File: config.mk
export PLATFORM = sky130hd
export DESIGN_NAME = rxpm_config_regs
export DESIGN_NICKNAME = d
export VERILOG_FILES = /design/src/hdl/rxpm_pkg.sv /design/src/hdl/rxpm_matcher.sv /design/src/hdl/rxpm_config_regs.sv
export VERILOG_INCLUDE_DIRS = /design/src /design/src/hdl
export SDC_FILE = /design/constraint.sdc
export NUM_CORES = 1
export LEC_CHECK = 0
export BUFFER_PORTS_ARGS = -buffer_cell sky130_fd_sc_hd__buf_2
export CAP_MARGIN = 10
export CORE_AREA = 3 3 267 269
export DETAILED_ROUTE_END_ITERATION = 10
export DIE_AREA = 0 0 270 272
export HOLD_SLACK_MARGIN = 0.06
export RECOVER_POWER = 50
export SYNTH_ARGS = -nofsm -noshare
export SYNTH_HDL_FRONTEND = slang
export SYNTH_SLANG_ARGS = --single-unit
File: constraint.sdc
create_clock -name i_ref_clk -period 11.51 [get_ports i_ref_clk]
set_clock_uncertainty 0.1 [all_clocks]
set_input_delay 0.5755 -clock i_ref_clk [delete_from_list [all_inputs] [get_ports i_ref_clk]]
set_output_delay 0.5755 -clock i_ref_clk [all_outputs]
set_load 0.03 [all_outputs]
File: src/hdl/rxpm_map.svh
// Register map, field layout, reset values and byte counter limit of the pattern matcher
`ifndef RXPM_MAP_SVH
`define RXPM_MAP_SVH

// Register indices; byte address is four times the index
`define RXPM_IDX_PAT_50_51 12'h4c1
`define RXPM_IDX_PAT_52_53 12'h4c2
`define RXPM_IDX_PAT_54_55 12'h4c3
`define RXPM_IDX_PAT_56_57 12'h4c4
`define RXPM_IDX_PAT_58_59 12'h4c5
`define RXPM_IDX_PAT_60_61 12'h4c6
`define RXPM_IDX_PAT_62_63 12'h4c7
`define RXPM_IDX_MASK_0_15 12'h4c8
`define RXPM_IDX_MASK_16_31 12'h4c9
`define RXPM_IDX_MASK_32_47 12'h4ca
`define RXPM_IDX_MASK_48_63 12'h4cb
`define RXPM_IDX_START_CTRL 12'h4cc

// Counts of registers and pattern geometry
`define RXPM_NUM_PAT_REGS 7
`define RXPM_NUM_MASK_REGS 4
`define RXPM_NUM_LOW_BYTES 50
`define RXPM_PAT_BYTES 64

// Field positions
`define RXPM_EVEN_BYTE_LSB 0
`define RXPM_ODD_BYTE_LSB 8
`define RXPM_START_MSB 5

// Reset values
`define RXPM_PAT_RESET 16'h0000
`define RXPM_MASK_RESET 16'h0000
`define RXPM_START_RESET 6'h0c

// Byte counter saturation after the delimiter
`define RXPM_CNT_MAX 8'hff

`endif

File: src/hdl/rxpm_pkg.sv
// Types shared by the pattern matcher configuration and compare logic
package rxpm_pkg;

  typedef struct packed {
    logic psel;
    logic penable;
    logic pwrite;
    logic [15:0] paddr;
    logic [31:0] pwdata;
    logic [3:0] pstrb;
  } rxpm_apb_req_t;

  typedef struct packed {
    logic [6:0][15:0] pat;
    logic [3:0][15:0] mask;
    logic [5:0] start;
    logic [31:0] rdata;
    logic slverr;
  } rxpm_regs_t;

  typedef enum logic {
    RXPM_IDLE,
    RXPM_COMP
  } rxpm_state_t;

  typedef struct packed {
    rxpm_state_t state;
    logic [7:0] cnt;
    logic miss;
    logic match;
    logic match_valid;
  } rxpm_cmp_t;

endpackage

File: src/hdl/rxpm_matcher.sv
// Frame comparator against the configured 64-byte pattern and byte masks
`timescale 1ns/1ps
`include "rxpm_map.svh"
module rxpm_matcher
  import rxpm_pkg::*;
(
  input wire logic i_ref_clk,
  input wire logic i_rst,
  input wire logic [63:0][7:0] i_pattern,
  input wire logic [63:0] i_mask,
  input wire logic [5:0] i_start,
  input wire logic i_rx_sfd,
  input wire logic i_rx_valid,
  input wire logic [7:0] i_rx_data,
  input wire logic i_rx_end,
  output logic o_match,
  output logic o_match_valid
);

  rxpm_cmp_t r;
  rxpm_cmp_t next_r;
  logic [63:0] unseen_unmasked;
  logic [7:0] seen;
  logic [7:0] cnt_adv;

  // Positions not yet received that are still compared
  generate
    for (genvar g = 0; g < `RXPM_PAT_BYTES; g++) begin : g_unseen
      assign unseen_unmasked[g] = !i_mask[g] && (8'(g) >= seen);
    end
  endgenerate

  // Kept apart from the state logic so the window check has no loop
  always_comb begin
    cnt_adv = r.cnt;
    if (r.state == RXPM_COMP && i_rx_valid && r.cnt != `RXPM_CNT_MAX) begin
      cnt_adv = r.cnt + 8'h01;
    end
    seen = 8'h00;
    if (cnt_adv > {2'b00, i_start}) begin
      seen = cnt_adv - {2'b00, i_start};
    end
  end

  always_comb begin
    logic miss_now;
    logic [7:0] pos;
    miss_now = r.miss;
    pos = 8'h00;
    next_r = r;
    next_r.match_valid = 1'b0;
    case (r.state)
      RXPM_IDLE: begin
        if (i_rx_sfd) begin
          next_r.state = RXPM_COMP;
          next_r.cnt = 8'h00;
          next_r.miss = 1'b0;
        end
      end
      RXPM_COMP: begin
        if (i_rx_valid) begin
          pos = r.cnt - {2'b00, i_start};
          // Compare window opens start bytes after the delimiter
          if (r.cnt >= {2'b00, i_start} && pos < 8'(`RXPM_PAT_BYTES)) begin
            if (!i_mask[pos[5:0]] && i_rx_data != i_pattern[pos[5:0]]) begin
              miss_now = 1'b1;
            end
          end
        end
        next_r.cnt = cnt_adv;
        next_r.miss = miss_now;
        if (i_rx_end) begin
          // Short frames fail unless the missing bytes are masked
          next_r.match = !miss_now && (unseen_unmasked == 64'h0);
          next_r.match_valid = 1'b1;
          next_r.state = RXPM_IDLE;
        end else if (i_rx_sfd) begin
          next_r.cnt = 8'h00;
          next_r.miss = 1'b0;
        end
      end
      default: begin
        next_r.state = RXPM_IDLE;
      end
    endcase
  end

  always_ff @(posedge i_ref_clk) begin
    if (i_rst) begin
      r <= '{state: RXPM_IDLE, cnt: 8'h00, miss: 1'b0, match: 1'b0,
             match_valid: 1'b0};
    end else begin
      r <= next_r;
    end
  end

  assign o_match = r.match;
  assign o_match_valid = r.match_valid;

endmodule // rxpm_matcher

File: src/hdl/rxpm_config_regs.sv
// APB register bank for pattern bytes 50-63, byte masks and start point
`timescale 1ns/1ps
`include "rxpm_map.svh"
module rxpm_config_regs
  import rxpm_pkg::*;
(
  input wire logic i_ref_clk,
  input wire logic i_rst,
  input wire rxpm_apb_req_t i_apb,
  output logic o_pready,
  output logic [31:0] o_prdata,
  output logic o_pslverr,
  input wire logic [49:0][7:0] i_pattern_low,
  input wire logic i_rx_sfd,
  input wire logic i_rx_valid,
  input wire logic [7:0] i_rx_data,
  input wire logic i_rx_end,
  output logic [13:0][7:0] o_pattern_high,
  output logic [63:0] o_mask,
  output logic [5:0] o_start_offset,
  output logic o_match,
  output logic o_match_valid
);

  rxpm_regs_t r;
  rxpm_regs_t next_r;

  logic [11:0] idx;
  logic aligned;
  logic setup;
  logic wr_acc;
  logic [`RXPM_NUM_PAT_REGS-1:0] pat_hit;
  logic [`RXPM_NUM_MASK_REGS-1:0] mask_hit;
  logic start_hit;
  logic [15:0] lane_mask;
  logic [63:0][7:0] pattern_all;

  assign idx = i_apb.paddr[13:2];
  // Upper address bits and sub-word offsets never decode
  assign aligned = (i_apb.paddr[1:0] == 2'b00) && (i_apb.paddr[15:14] == 2'b00);
  assign setup = i_apb.psel && !i_apb.penable;
  assign wr_acc = i_apb.psel && i_apb.penable && i_apb.pwrite && !r.slverr;
  assign lane_mask = {{8{i_apb.pstrb[1]}}, {8{i_apb.pstrb[0]}}};

  // Register decode, one hit line per entry
  generate
    for (genvar g = 0; g < `RXPM_NUM_PAT_REGS; g++) begin : g_pat_hit
      assign pat_hit[g] = aligned &&
        (idx == `RXPM_IDX_PAT_50_51 + 12'(g));
    end
    for (genvar g = 0; g < `RXPM_NUM_MASK_REGS; g++) begin : g_mask_hit
      assign mask_hit[g] = aligned &&
        (idx == `RXPM_IDX_MASK_0_15 + 12'(g));
    end
  endgenerate
  assign start_hit = aligned && (idx == `RXPM_IDX_START_CTRL);

  always_comb begin
    logic [31:0] rd;
    logic hit;
    rd = 32'h0000_0000;
    hit = 1'b0;
    next_r = r;
    for (int i = 0; i < `RXPM_NUM_PAT_REGS; i++) begin
      if (pat_hit[i]) begin
        rd = {16'h0000, r.pat[i]};
        hit = 1'b1;
      end
    end
    for (int i = 0; i < `RXPM_NUM_MASK_REGS; i++) begin
      if (mask_hit[i]) begin
        rd = {16'h0000, r.mask[i]};
        hit = 1'b1;
      end
    end
    if (start_hit) begin
      // Bits above the start point read as zero
      rd = {26'h0, r.start};
      hit = 1'b1;
    end
    // Read data and error captured in setup, so access is zero-wait
    if (setup) begin
      next_r.rdata = i_apb.pwrite ? 32'h0000_0000 : rd;
      next_r.slverr = !hit;
    end
    if (wr_acc) begin
      for (int i = 0; i < `RXPM_NUM_PAT_REGS; i++) begin
        if (pat_hit[i]) begin
          next_r.pat[i] = (r.pat[i] & ~lane_mask) |
                          (i_apb.pwdata[15:0] & lane_mask);
        end
      end
      for (int i = 0; i < `RXPM_NUM_MASK_REGS; i++) begin
        if (mask_hit[i]) begin
          next_r.mask[i] = (r.mask[i] & ~lane_mask) |
                           (i_apb.pwdata[15:0] & lane_mask);
        end
      end
      if (start_hit && i_apb.pstrb[0]) begin
        next_r.start = i_apb.pwdata[`RXPM_START_MSB:0];
      end
    end
  end

  always_ff @(posedge i_ref_clk) begin
    if (i_rst) begin
      r.pat <= {`RXPM_NUM_PAT_REGS{`RXPM_PAT_RESET}};
      r.mask <= {`RXPM_NUM_MASK_REGS{`RXPM_MASK_RESET}};
      r.start <= `RXPM_START_RESET;
      r.rdata <= 32'h0000_0000;
      r.slverr <= 1'b0;
    end else begin
      r <= next_r;
    end
  end

  assign o_pready = 1'b1;
  assign o_prdata = r.rdata;
  assign o_pslverr = r.slverr && i_apb.psel && i_apb.penable;

  // Even byte in the low half, odd byte in the high half
  generate
    for (genvar g = 0; g < `RXPM_NUM_PAT_REGS; g++) begin : g_pat_out
      assign o_pattern_high[2*g] =
        r.pat[g][`RXPM_EVEN_BYTE_LSB +: 8];
      assign o_pattern_high[2*g+1] =
        r.pat[g][`RXPM_ODD_BYTE_LSB +: 8];
    end
  endgenerate

  assign o_mask = r.mask;
  assign o_start_offset = r.start;
  assign pattern_all = {o_pattern_high, i_pattern_low};

  // Live config is used; rewriting it mid-frame affects that frame
  rxpm_matcher i_rxpm_matcher (
    .i_ref_clk(i_ref_clk),
    .i_rst(i_rst),
    .i_pattern(pattern_all),
    .i_mask(r.mask),
    .i_start(r.start),
    .i_rx_sfd(i_rx_sfd),
    .i_rx_valid(i_rx_valid),
    .i_rx_data(i_rx_data),
    .i_rx_end(i_rx_end),
    .o_match(o_match),
    .o_match_valid(o_match_valid)
  );

endmodule // rxpm_config_regs

Word-level counts from Yosys, hierarchy flattened

Cells that the tools add are included.

Word-level logic and storage cells: 346
Bits in registers: 227
Output and inout bits: 218
Bits of input ports: 468

Bitwise logic cells: 25
Muxes and demuxes: 41
Reductions and logical operators: 175
Magnitude comparators: 68
Add/subtract/negate cells: 3
Equality and inequality tests: 15

Operators by type and width:

| operator                                                             | number |
|---|---|
| 32-bit 2-to-1 mux                                                    | 12 |
| 6-bit by 8-bit >= comparator with 1-bit output, first input constant | 32 |
| 16-bit bitwise AND                                                   | 12 |
| 16-bit bitwise OR                                                    | 11 |
| 12-bit by 11-bit == test with 1-bit output, second input constant    | 12 |
| 5-bit by 8-bit >= comparator with 1-bit output, first input constant | 16 |
| 1-bit logical AND                                                    | 89 |
| 1-bit zero test                                                      | 69 |
| 4-bit by 8-bit >= comparator with 1-bit output, first input constant | 8 |
| 64-bit zero test                                                     | 1 |
| 8-bit binary-select mux with 6-bit select                            | 1 |
| 3-bit by 8-bit >= comparator with 1-bit output, first input constant | 4 |
| 2-bit AND reduction                                                  | 13 |
| 8-bit 2-to-1 mux                                                     | 3 |
| 10-bit one-hot mux with 2 select lines                               | 1 |
| 1-bit 2-to-1 mux                                                     | 19 |
| 9-bit 2-to-1 mux                                                     | 2 |
| 1-bit by 8-bit >= comparator with 1-bit output, first input constant | 2 |
| 2-bit by 8-bit >= comparator with 1-bit output, first input constant | 2 |
| 16-bit 2-to-1 mux                                                    | 1 |
| 16-bit inverter                                                      | 1 |
| 8-bit by 6-bit subtractor with 8-bit output                          | 2 |
| 10-bit 2-to-1 mux                                                    | 1 |
| 8-bit by 1-bit adder with 8-bit output, second input constant        | 1 |
| 11 further kinds                                                     | 12 |

Depth between registers and ports, before layout

Gate-level depths: netlist of the first run.

Depth in word-level cells: 16
Gate-level depth with buffers: 19
Mapped depth without buffers: 17

By module

Synthesis of the first run repeated with hierarchy kept, for this count alone.

Cells, all modules: 2100
Area, all modules: 17874.6 um^2

By module, submodules not included:

| module           | cells each | seq. area each (um^2) | area an instance (um^2) | instances |
|---|---|---|---|---|
| rxpm_config_regs | 1432       | 3983.8                | 10742.8                 | 1 |
| rxpm_matcher     | 668        | 240.2                 | 7131.8                  | 1 |

Least setup slack after synthesis of the first run

No wires, ideal clock.

Path type: register to register
Start point: reg i_rxpm_matcher.r[4] (netlist bit)
End point: reg i_rxpm_matcher.r (netlist bit i_rxpm_matcher.o_match)
Setup slack: 7017 ps
Stages on the path, launching flop included: 19
Data required time: 11326 ps
Setup time: 84 ps
Arrival time: 4309 ps
Buffers on the path: 2
Cell sequence: dfxtp_1 > ha_1 > nand3_1 > o311a_1 > clkbuf_1 > xnor2_1 > ha_1 > inv_1 > fa_1 > nor2b_1 > buf_1 > nand2_1 > nand2_1 > a21oi_1 > or4_1 > or4_1 > o41ai_2 > nand3_1 > o31ai_2

Longest elaborated chain between the ends: 11
Elaborated cells on any way between the ends: 153
Classes of those cells: add/sub (3); order compare (67); eq/ne (2); mux (10); reduce/logical (71)

RTL lines:

| element                                                                         | RTL line           | source |
|---|---|---|
| start, declared                                                                 | rxpm_matcher.sv:20 | `rxpm_cmp_t r;` |
| start signal, assigned                                                          | rxpm_matcher.sv:90 | `r <= '{state: RXPM_IDLE, cnt: 8'h00, miss: 1'b0, match: 1'b0,` |
| start signal, assigned                                                          | rxpm_matcher.sv:93 | `r <= next_r;` |
| branches (longest 10 deep; another with 8-bit by 1-bit adder with 8-bit output) | --                 |  |
| 1-bit logical AND *                                                             | rxpm_matcher.sv:74 | `next_r.match = !miss_now && (unseen_unmasked == 64'h0);` |

Every way passes the cells marked *. The select of a mux whose other input is x is not followed.
A chain may end at the register's enable or synchronous reset.

Worst setup path after layout of the first run

Start point: reg r (netlist bit o_start_offset[0])
End point: reg i_rxpm_matcher.r[2] (netlist bit)

Longest elaborated chain between the ends: 12
Elaborated cells on any way between the ends: 18
Classes of those cells: add/sub (1); order compare (2); eq/ne (1); mux (11); reduce/logical (3)

RTL lines:

| element                                                                                                | RTL line                | source |
|---|---|---|
| start, declared                                                                                        | rxpm_config_regs.sv:25  | `rxpm_regs_t r;` |
| start signal, assigned                                                                                 | rxpm_config_regs.sv:113 | `r <= next_r;` |
| 8-bit by 6-bit subtractor with 8-bit output                                                            | rxpm_matcher.sv:62      | `pos = r.cnt - {2'b00, i_start};` |
| 8-bit binary-select mux with 6-bit select or 1-bit binary-select mux with 6-bit select (tied branches) | rxpm_matcher.sv:65      | `if (!i_mask[pos[5:0]] && i_rx_data != i_pattern[pos[5:0]]) begin` |
| 8-bit 2-to-1 mux (implied by the code) or 1-bit 2-to-1 mux (tied branches)                             | rxpm_matcher.sv:65      |  |
| 8-bit != test or 1-bit zero test (tied branches)                                                       | rxpm_matcher.sv:65      |  |
| 1-bit logical AND                                                                                      | rxpm_matcher.sv:65      |  |
| 1-bit 2-to-1 mux                                                                                       | rxpm_matcher.sv:65      |  |
| 1-bit 2-to-1 mux *                                                                                     | rxpm_matcher.sv:64      | `` if (r.cnt >= {2'b00, i_start} && pos < 8'(`RXPM_PAT_BYTES)) begin `` |
| 1-bit 2-to-1 mux *                                                                                     | rxpm_matcher.sv:61      | `if (i_rx_valid) begin` |
| 1-bit 2-to-1 mux *                                                                                     | rxpm_matcher.sv:52      | `case (r.state)` |
| 9-bit 2-to-1 mux                                                                                       | rxpm_matcher.sv:77      | `end else if (i_rx_sfd) begin` |
| 9-bit 2-to-1 mux *                                                                                     | rxpm_matcher.sv:72      | `if (i_rx_end) begin` |
| 10-bit one-hot mux with 2 select lines *                                                               | rxpm_matcher.sv:52      |  |

Mark *: on every way between the ends. The rest lies on a longest branch, timed or not. The select of a mux whose other input is x is not followed.

==> metrics.md, run 1 <==
| Metric | Value |
|---|---|
| Min cycle time layout | 6.184 ns |
| Initial Utilization | 25.16% |
| Die Y | 272 um |
| Post-DP HPWL | 78050 um |
| Max-Cap Viols | 1 |
| Worst VDD drop | 87.69 uV |
| EDFF count, synth | 0 |
| Slew headroom | -239.3% |
| Syn Area/Cell | 9.074 um^2 |
| Critical path buffers and inverters | 3 |
| Largest net degree at the start of global routing | 108 |
| Final wirelength | 97970 um |
| Placed cells | 3175 |
| Fillcell total | 7498 |
| DR pass1 iterations | 5 |
| Placement Rows | 96 |
| WL/cell | 30.34 um |
| R2r worst-path depth | 13 |
| Via density | 5.442 |
| Startpoint types | flip-flop |
| Status | finished, violations left |
| CTS buffer count | 24 |
| Post-synth ARST share | 0% |
| Hold path depth | 3 |
| Max Freq | 161.7 MHz |
| Worst path top cell family by delay | buffers and inverters |
| Slew @ Worst Pin | 5.089 ns |
| Failing checks | capacitance limit, slew limit |
| Power density cells | 84.47 nW/um^2 |
| Worst hold path class | input pin to flip-flop |
| Worst-path cell chain | ha_4, inv_1, fa_4, buf_4, buf_4, mux4_2, mux2i_1, mux4_2, xnor2_1, o32a_1, a2111oi_0, a31oi_1, nor3b_1 |
| Post-DRT Antenna Nets | 0 |
| WP depth | 13 |
| CTS tree | built |
| Clock Sinks | 211 |
| Global-route wire length before repair | 135000 um |
| Post-CTS sizing | 0 |
| Max incr delay on CP | 1.09 ns |
| Clock Latency Late Sink | 0.55 ns |
| Placer Congestion | 1.093 |
| Critical path arrival | 6.31 ns |
| Detailed-route DRC error count | 0 |
| Sequential fraction of the synthesis area | 24.40% |
| Root Driver | clkbuf_16 |
| Area of the multi-input gates | 10920 um^2 |
| Fin Setup TNS | 0 ns |
| Period Utilization, post-route | 53.73% |
| CTS Hold Bufs | 0 |
| Leading register cell type out of synthesis | dfxtp_1 |
| Final layout net count | 2753 |
| Commonest cells after routing, fill and taps aside | buf_2, nor2_1, dfxtp_1 |
| Yosys reg bits | 211 |
| GRT overflow | 0 |
| Clock buffer depth | 3 |
| Library cells used by synthesis | 78 |
| Core footprint | 68830 um^2 |
| IO Port Bufs | 650 |
| Syn-to-layout area delta | 17.76% |
| Share of layout cells above drive strength 1 | 31.16% |
| Die width | 270 um |
| Mapped Area | 17310 um^2 |
| Vias in the first global route | 16761 |
| CP endpoint kind | flip-flop |
| WS Path Type | flip-flop to flip-flop |
| Most common cell after layout, fill and taps aside | buf_2 |
| Final setup viols | 0 |
| Ys Warns | 0 |
| Post-CTS Setup Bufs | 0 |
| Initial DRC count | 1809 |
| Final Hold Vio Count | 0 |
| Reg clk slew, reported paths | 0.07 ns |
| Die Area | 73440 um^2 |
| Pins Over Slew Limit | 108 |
| Slowest stage cell, crit path | fa_4 |
| CP required | 11.63 ns |
| Leak | 7.427 nW |
| Total global-route track usage | 25.43% |
| H-tree Lvls | 1 |
| Synth Instances | 1908 |
| RSZ-0062 raised after global routing | no |
| Register area | 4224 um^2 |
| Final Power | 1.722 mW |
| Non-Filler Instances | 3229 |
| I/O Pins | 686 |
| Max FO, Critical Path | 41 |
| Initial antenna violation count | 29 |
| Via count | 17571 |
-- through the flow --
stage	cell area (um^2)	hold slack [ns]	setup WS (ns)	util [%]
final	20390	0.2848	5.326	29.62
after global routing	20380	0.2853	5.078	29.61
after CTS	20620	0.2637	5.439	29.96
after detailed placement	19840	0.3594	5.446	28.83
after global placement	19840	0.3399	5.483	28.83
after floorplan	17370	0.3322	7.017	-
-- power breakdown --
| part | leakage (nW) | internal [mW] | total, mW | switching, mW |
|---|---|---|---|---|
| Clock | 0.395 | 0.426 | 0.773 | 0.347 |
| Sequential | 1.70 | 0.731 | 0.732 | 0.00110 |
| Combinational | 5.33 | 0.0985 | 0.218 | 0.119 |
-- cell type report --
| cell class | count | area share [%] |
|---|---|---|
| Antenna cell | 10 | 0.1227 |
| Clock buffer | 30 | 3.357 |
| Clock inverter | 14 | 0.4541 |
| Inverter | 22 | 0.4050 |
| Multi-Input combinational cell | 1335 | 53.54 |
| Sequential cell | 211 | 20.72 |
| Tap cell | 931 | 5.713 |
| Timing Repair Buffer | 676 | 15.69 |
-- worst reg2reg max path: cells and delay by family (launching register included) --
family | cells | cell delay, ns
AND/OR/NAND/NOR | 1 | 0.21
flip-flops | 1 | 0.54
AO/OA/AOI/OAI | 3 | 1.04
XOR/XNOR | 1 | 0.08
buffers and inverters | 3 | 1.41
adder cells (fa/ha/maj) | 2 | 1.29
multiplexers | 3 | 1.18
-- metal layers --
metal	vias up	share of wire [%]	global-route usage, %
met5	-	0.089	0
met2	1018	47	42.17
met1	8787	39	31.38
li1	7568	-	-
met4	14	4.5	9.834
met3	184	9.5	6.994
-- path summary, 6_finish.rpt --
kind              slack (ns)                                to                      startpoint
hold / removal          0.28   i_rxpm_matcher.r[11]$_SDFF_PP0_                        i_rx_end
setup reg to reg        5.33  i_rxpm_matcher.r[2]$_SDFFE_PP0P_  o_start_offset[0]$_SDFFE_PP0P_
setup / recovery        5.33  i_rxpm_matcher.r[2]$_SDFFE_PP0P_  o_start_offset[0]$_SDFFE_PP0P_
hold reg to reg         0.37         o_prdata[13]$_SDFFE_PP0P_       o_prdata[13]$_SDFFE_PP0P_
-- logic make-up after synthesis --
logic type	after synthesis	share of synthesized area [%]
simple gates	524	13.28
xor+xnor	33	1.756
mux	361	31.59
buf+inv	377	13.32
compound gates	384	14.39
other cells	2	0.04338
flops	211	24.40
fa+ha+maj	16	1.229
-- synth_stat cells, types with 9 or more instances --
library cell | n | area [um^2]
nor2_1 | 232 | 870.8
buf_4 | 226 | 1697
dfxtp_1 | 211 | 4224
mux2i_1 | 191 | 1912
nand2_1 | 148 | 555.5
mux4_2 | 146 | 3288
a21oi_1 | 115 | 575.6
clkbuf_1 | 86 | 322.8
o21ai_0 | 70 | 350.3
a22oi_1 | 46 | 345.3
nand3_1 | 39 | 195.2
buf_2 | 34 | 170.2
a31oi_1 | 31 | 193.9
mux2_2 | 24 | 270.3
inv_1 | 21 | 78.83
nor3_1 | 19 | 95.09
o221ai_1 | 19 | 166.4
xnor2_1 | 18 | 157.7
ha_1 | 13 | 162.7
xor2_1 | 13 | 113.9
nor2b_1 | 12 | 75.07
a221oi_1 | 10 | 87.58
a22o_1 | 10 | 87.58
nand2b_1 | 10 | 62.56
o22ai_1 | 10 | 62.56
a21o_1 | 9 | 67.56
buf_1 | 9 | 33.78
nand4_1 | 9 | 56.30
(Power assumes the default switching activity.)
==> run 2: changes to the inputs <==
==> constraint.sdc (replaced) <==
create_clock -name i_ref_clk -period 5.3 [get_ports i_ref_clk]
set_clock_uncertainty 0.1 [all_clocks]
set_input_delay 0.265 -clock i_ref_clk [delete_from_list [all_inputs] [get_ports i_ref_clk]]
set_output_delay 0.265 -clock i_ref_clk [all_outputs]
set_load 0.03 [all_outputs]
==> run 2 against run 1 <==
Largest cell class unchanged. Critical path depth up 4. Die area is the same. First-iteration DRC count grew 5.2%. Hold slack lost 0.23 ns. Combinational power increased by 130%. Largest power group unchanged. Final area rose by 2.6%. Total power increased by 120%. The flow now finishes without violations. Sequential share of layout area fell by 0.52 points. Worst setup slack worse by 5.0 ns. Sequential power up 120%. Cell count increased by 1.4%. Global-route usage rose by 0.33 points.
==> metrics.md, run 2 (synthesized netlist as in run 1, its figures left out) <==
| Metric | Value |
|---|---|
| Slew @ Worst Pin | 1.292 ns (was 5.089 ns) |
| CP required | 5.67 ns (was 11.63 ns) |
| Min Hold Slack | 0.05807 ns (was 0.2848 ns) |
| Util after Layout | 30.38% (was 29.62%) |
| CTS buffer count | 24 (unchanged) |
| CTS Hold Bufs | 16 (was 0) |
| Global-route wire length before repair | 136500 um (was 135000 um) |
| Final Hold Vio Count | 0 (unchanged) |
| Commonest cells after routing, fill and taps aside | buf_2, nor2_1, dfxtp_1 (unchanged) |
| Pre-CTS WS | 0.4136 ns (was 5.446 ns) |
| Power density cells | 184.6 nW/um^2 (was 84.47 nW/um^2) |
| RSZ-0062 raised after global routing | no (unchanged) |
| Clock Latency Late Sink | 0.55 ns (about the same) |
| Final layout net count | 2803 (was 2753) |
| Worst VDD drop | 219.5 uV (was 87.69 uV) |
| Leak | 7.684 nW (was 7.427 nW) |
| Die Area | 73440 um^2 (unchanged) |
| Status | completed (was finished, violations left) |
| Worst hold path class | input pin to flip-flop (unchanged) |
| Startpoint types | flip-flop (unchanged) |
| Post-CTS sizing | 0 (unchanged) |
| Initial antenna violation count | 26 (was 29) |
| Metal3 WL | 8900 um (was 9333 um) |
| CP endpoint kind | flip-flop (unchanged) |
| Critical path arrival | 5.36 ns (was 6.31 ns) |
| Reg2reg start | i_rxpm_matcher.r[3]$_SDFFE_PP0P_ (was o_start_offset[0]$_SDFFE_PP0P_) |
| Highest routed metal layer | met5 (unchanged) |
| Fin Setup TNS | 0 ns (unchanged) |
| Worst Setup SP | i_rxpm_matcher.r[3]$_SDFFE_PP0P_ (was o_start_offset[0]$_SDFFE_PP0P_) |
| Die width | 270 um (unchanged) |
| Period Utilization, post-route | 94.29% (was 53.73%) |
| Syn-to-layout area delta | 20.78% (was 17.76%) |
| Max Freq | 200.1 MHz (was 161.7 MHz) |
| WL/cell | 30.49 um (was 30.34 um) |
| Via density | 5.382 (was 5.442) |
| Final setup viols | 0 (unchanged) |
| Largest net degree at the start of global routing | 83 (was 108) |
| GRT overflow | 0 (unchanged) |
| Fillcell total | 7472 (was 7498) |
| Initial Utilization | 25.16% (unchanged) |
| Root Driver | clkbuf_16 (unchanged) |
| M1 WL | 39380 um (was 38370 um) |
| Total global-route track usage | 25.76% (was 25.43%) |
| Post-DP HPWL | 81070 um (was 78050 um) |
| Pins Over Slew Limit | 0 (was 108) |
| Hold Crit Start | i_rst (was i_rx_end) |
| Most common cell after layout, fill and taps aside | buf_2 (unchanged) |
| WS Path Type | flip-flop to flip-flop (unchanged) |
| I/O Pins | 686 (unchanged) |
| Via count | 17621 (was 17571) |
| Die Y | 272 um (unchanged) |
| Clock Sinks | 211 (unchanged) |
| Min cycle time layout | 4.997 ns (was 6.184 ns) |
| Max-Cap Viols | 0 (was 1) |
| Placement Rows | 96 (unchanged) |
| Placer Congestion | 1.002 (was 1.093) |
| Setup ws final | 0.3026 ns (was 5.326 ns) |
| CTS tree | built (unchanged) |
| Post-CTS Setup Bufs | 0 (unchanged) |
| DR WL met2 | 47580 um (was 45740 um) |
| Initial DRC count | 1903 (was 1809) |
| Clock buffer depth | 3 (unchanged) |
| Post-DRT Antenna Nets | 0 (unchanged) |
| Max FO, Critical Path | 16 (was 41) |
| Final wirelength | 99840 um (was 97970 um) |
| Reg clk slew, reported paths | 0.06 ns (was 0.07 ns) |
| H-tree Lvls | 1 (unchanged) |
| IO Port Bufs | 650 (unchanged) |
| Share of layout cells above drive strength 1 | 31.64% (was 31.16%) |
| Core footprint | 68830 um^2 (unchanged) |
| Detailed-route DRC error count | 0 (unchanged) |
| DR pass1 iterations | 5 (unchanged) |
| Slew headroom | 13.72% (was -239.3%) |
| Vias in the first global route | 16864 (was 16761) |
[run 2: final cells by class]
| type | instances | area (um^2) | area share (%) |
|---|---|---|---|
| Clock inverter | 8 | 138.9 | 0.6641 |
| Tap cell | 931 | 1165 | 5.570 |
| Sequential cell | 211 | 4224 | 20.20 |
| Clock buffer | 34 | 688.2 | 3.291 |
| Inverter | 22 | 82.58 | 0.3949 |
| Multi-Input combinational cell | 1335 | 10920 | 52.20 |
| Timing Repair Buffer | 726 | 3680 | 17.60 |
| Antenna cell | 7 | 17.52 | 0.08376 |
[run 2: per-layer routing]
layer  GRT usage [%]  up-vias
met5               0        -
met4           8.564       10
met3           6.351      167
met2           43.83      987
met1           31.87     8791
li1                -     7666
[run 2: where the power goes]
group          internal, mW  switching, mW
combinational         0.226          0.265
clock                  1.05          0.726
sequential             1.59        0.00235
[run 2: final timing paths]
| kind | end | slack (ns) | cells after the start |
|---|---|---|---|
| setup reg to reg | i_rxpm_matcher.o_match$_SDFFE_PP0P_ | 0.30 | 17 |
| hold / removal | flip-flop | 0.06 | 2 |
| hold reg to reg | o_prdata[13]$_SDFFE_PP0P_ | 0.37 | 2 |
| setup / recovery | i_rxpm_matcher.o_match$_SDFFE_PP0P_ | 0.30 | 17 |
[run 2: worst max-delay path, stage by stage (launching register included)]
cell and delay (ns):
dfxtp_1 0.45, ha_1 0.29, nand3_1 0.10, o311a_1 0.46
and4_1 0.28, nand3_1 0.11, xnor2_1 0.09, ha_1 0.41
o21a_1 0.17, nor2_1 0.06, a211o_2 0.36, nand2_4 0.20
a21oi_1 0.09, or4_1 0.55, or4_1 0.43, o41ai_2 0.35
nand3_1 0.19, o31ai_2 0.23
[run 2: through the flow]
| step | power, mW | std cells | area, um^2 |
|---|---|---|---|
| 2_1_floorplan | 1.830 | 1923 | 17370 |
| 3_3_place_gp | 2.095 | 3209 | 20160 |
| 3_5_place_dp | 2.097 | 3209 | 20160 |
| 4_1_cts | 3.873 | 3267 | 21150 |
| 5_1_grt | 3.959 | 3271 | 20910 |
| 6_report | 3.860 | 3274 | 20910 |
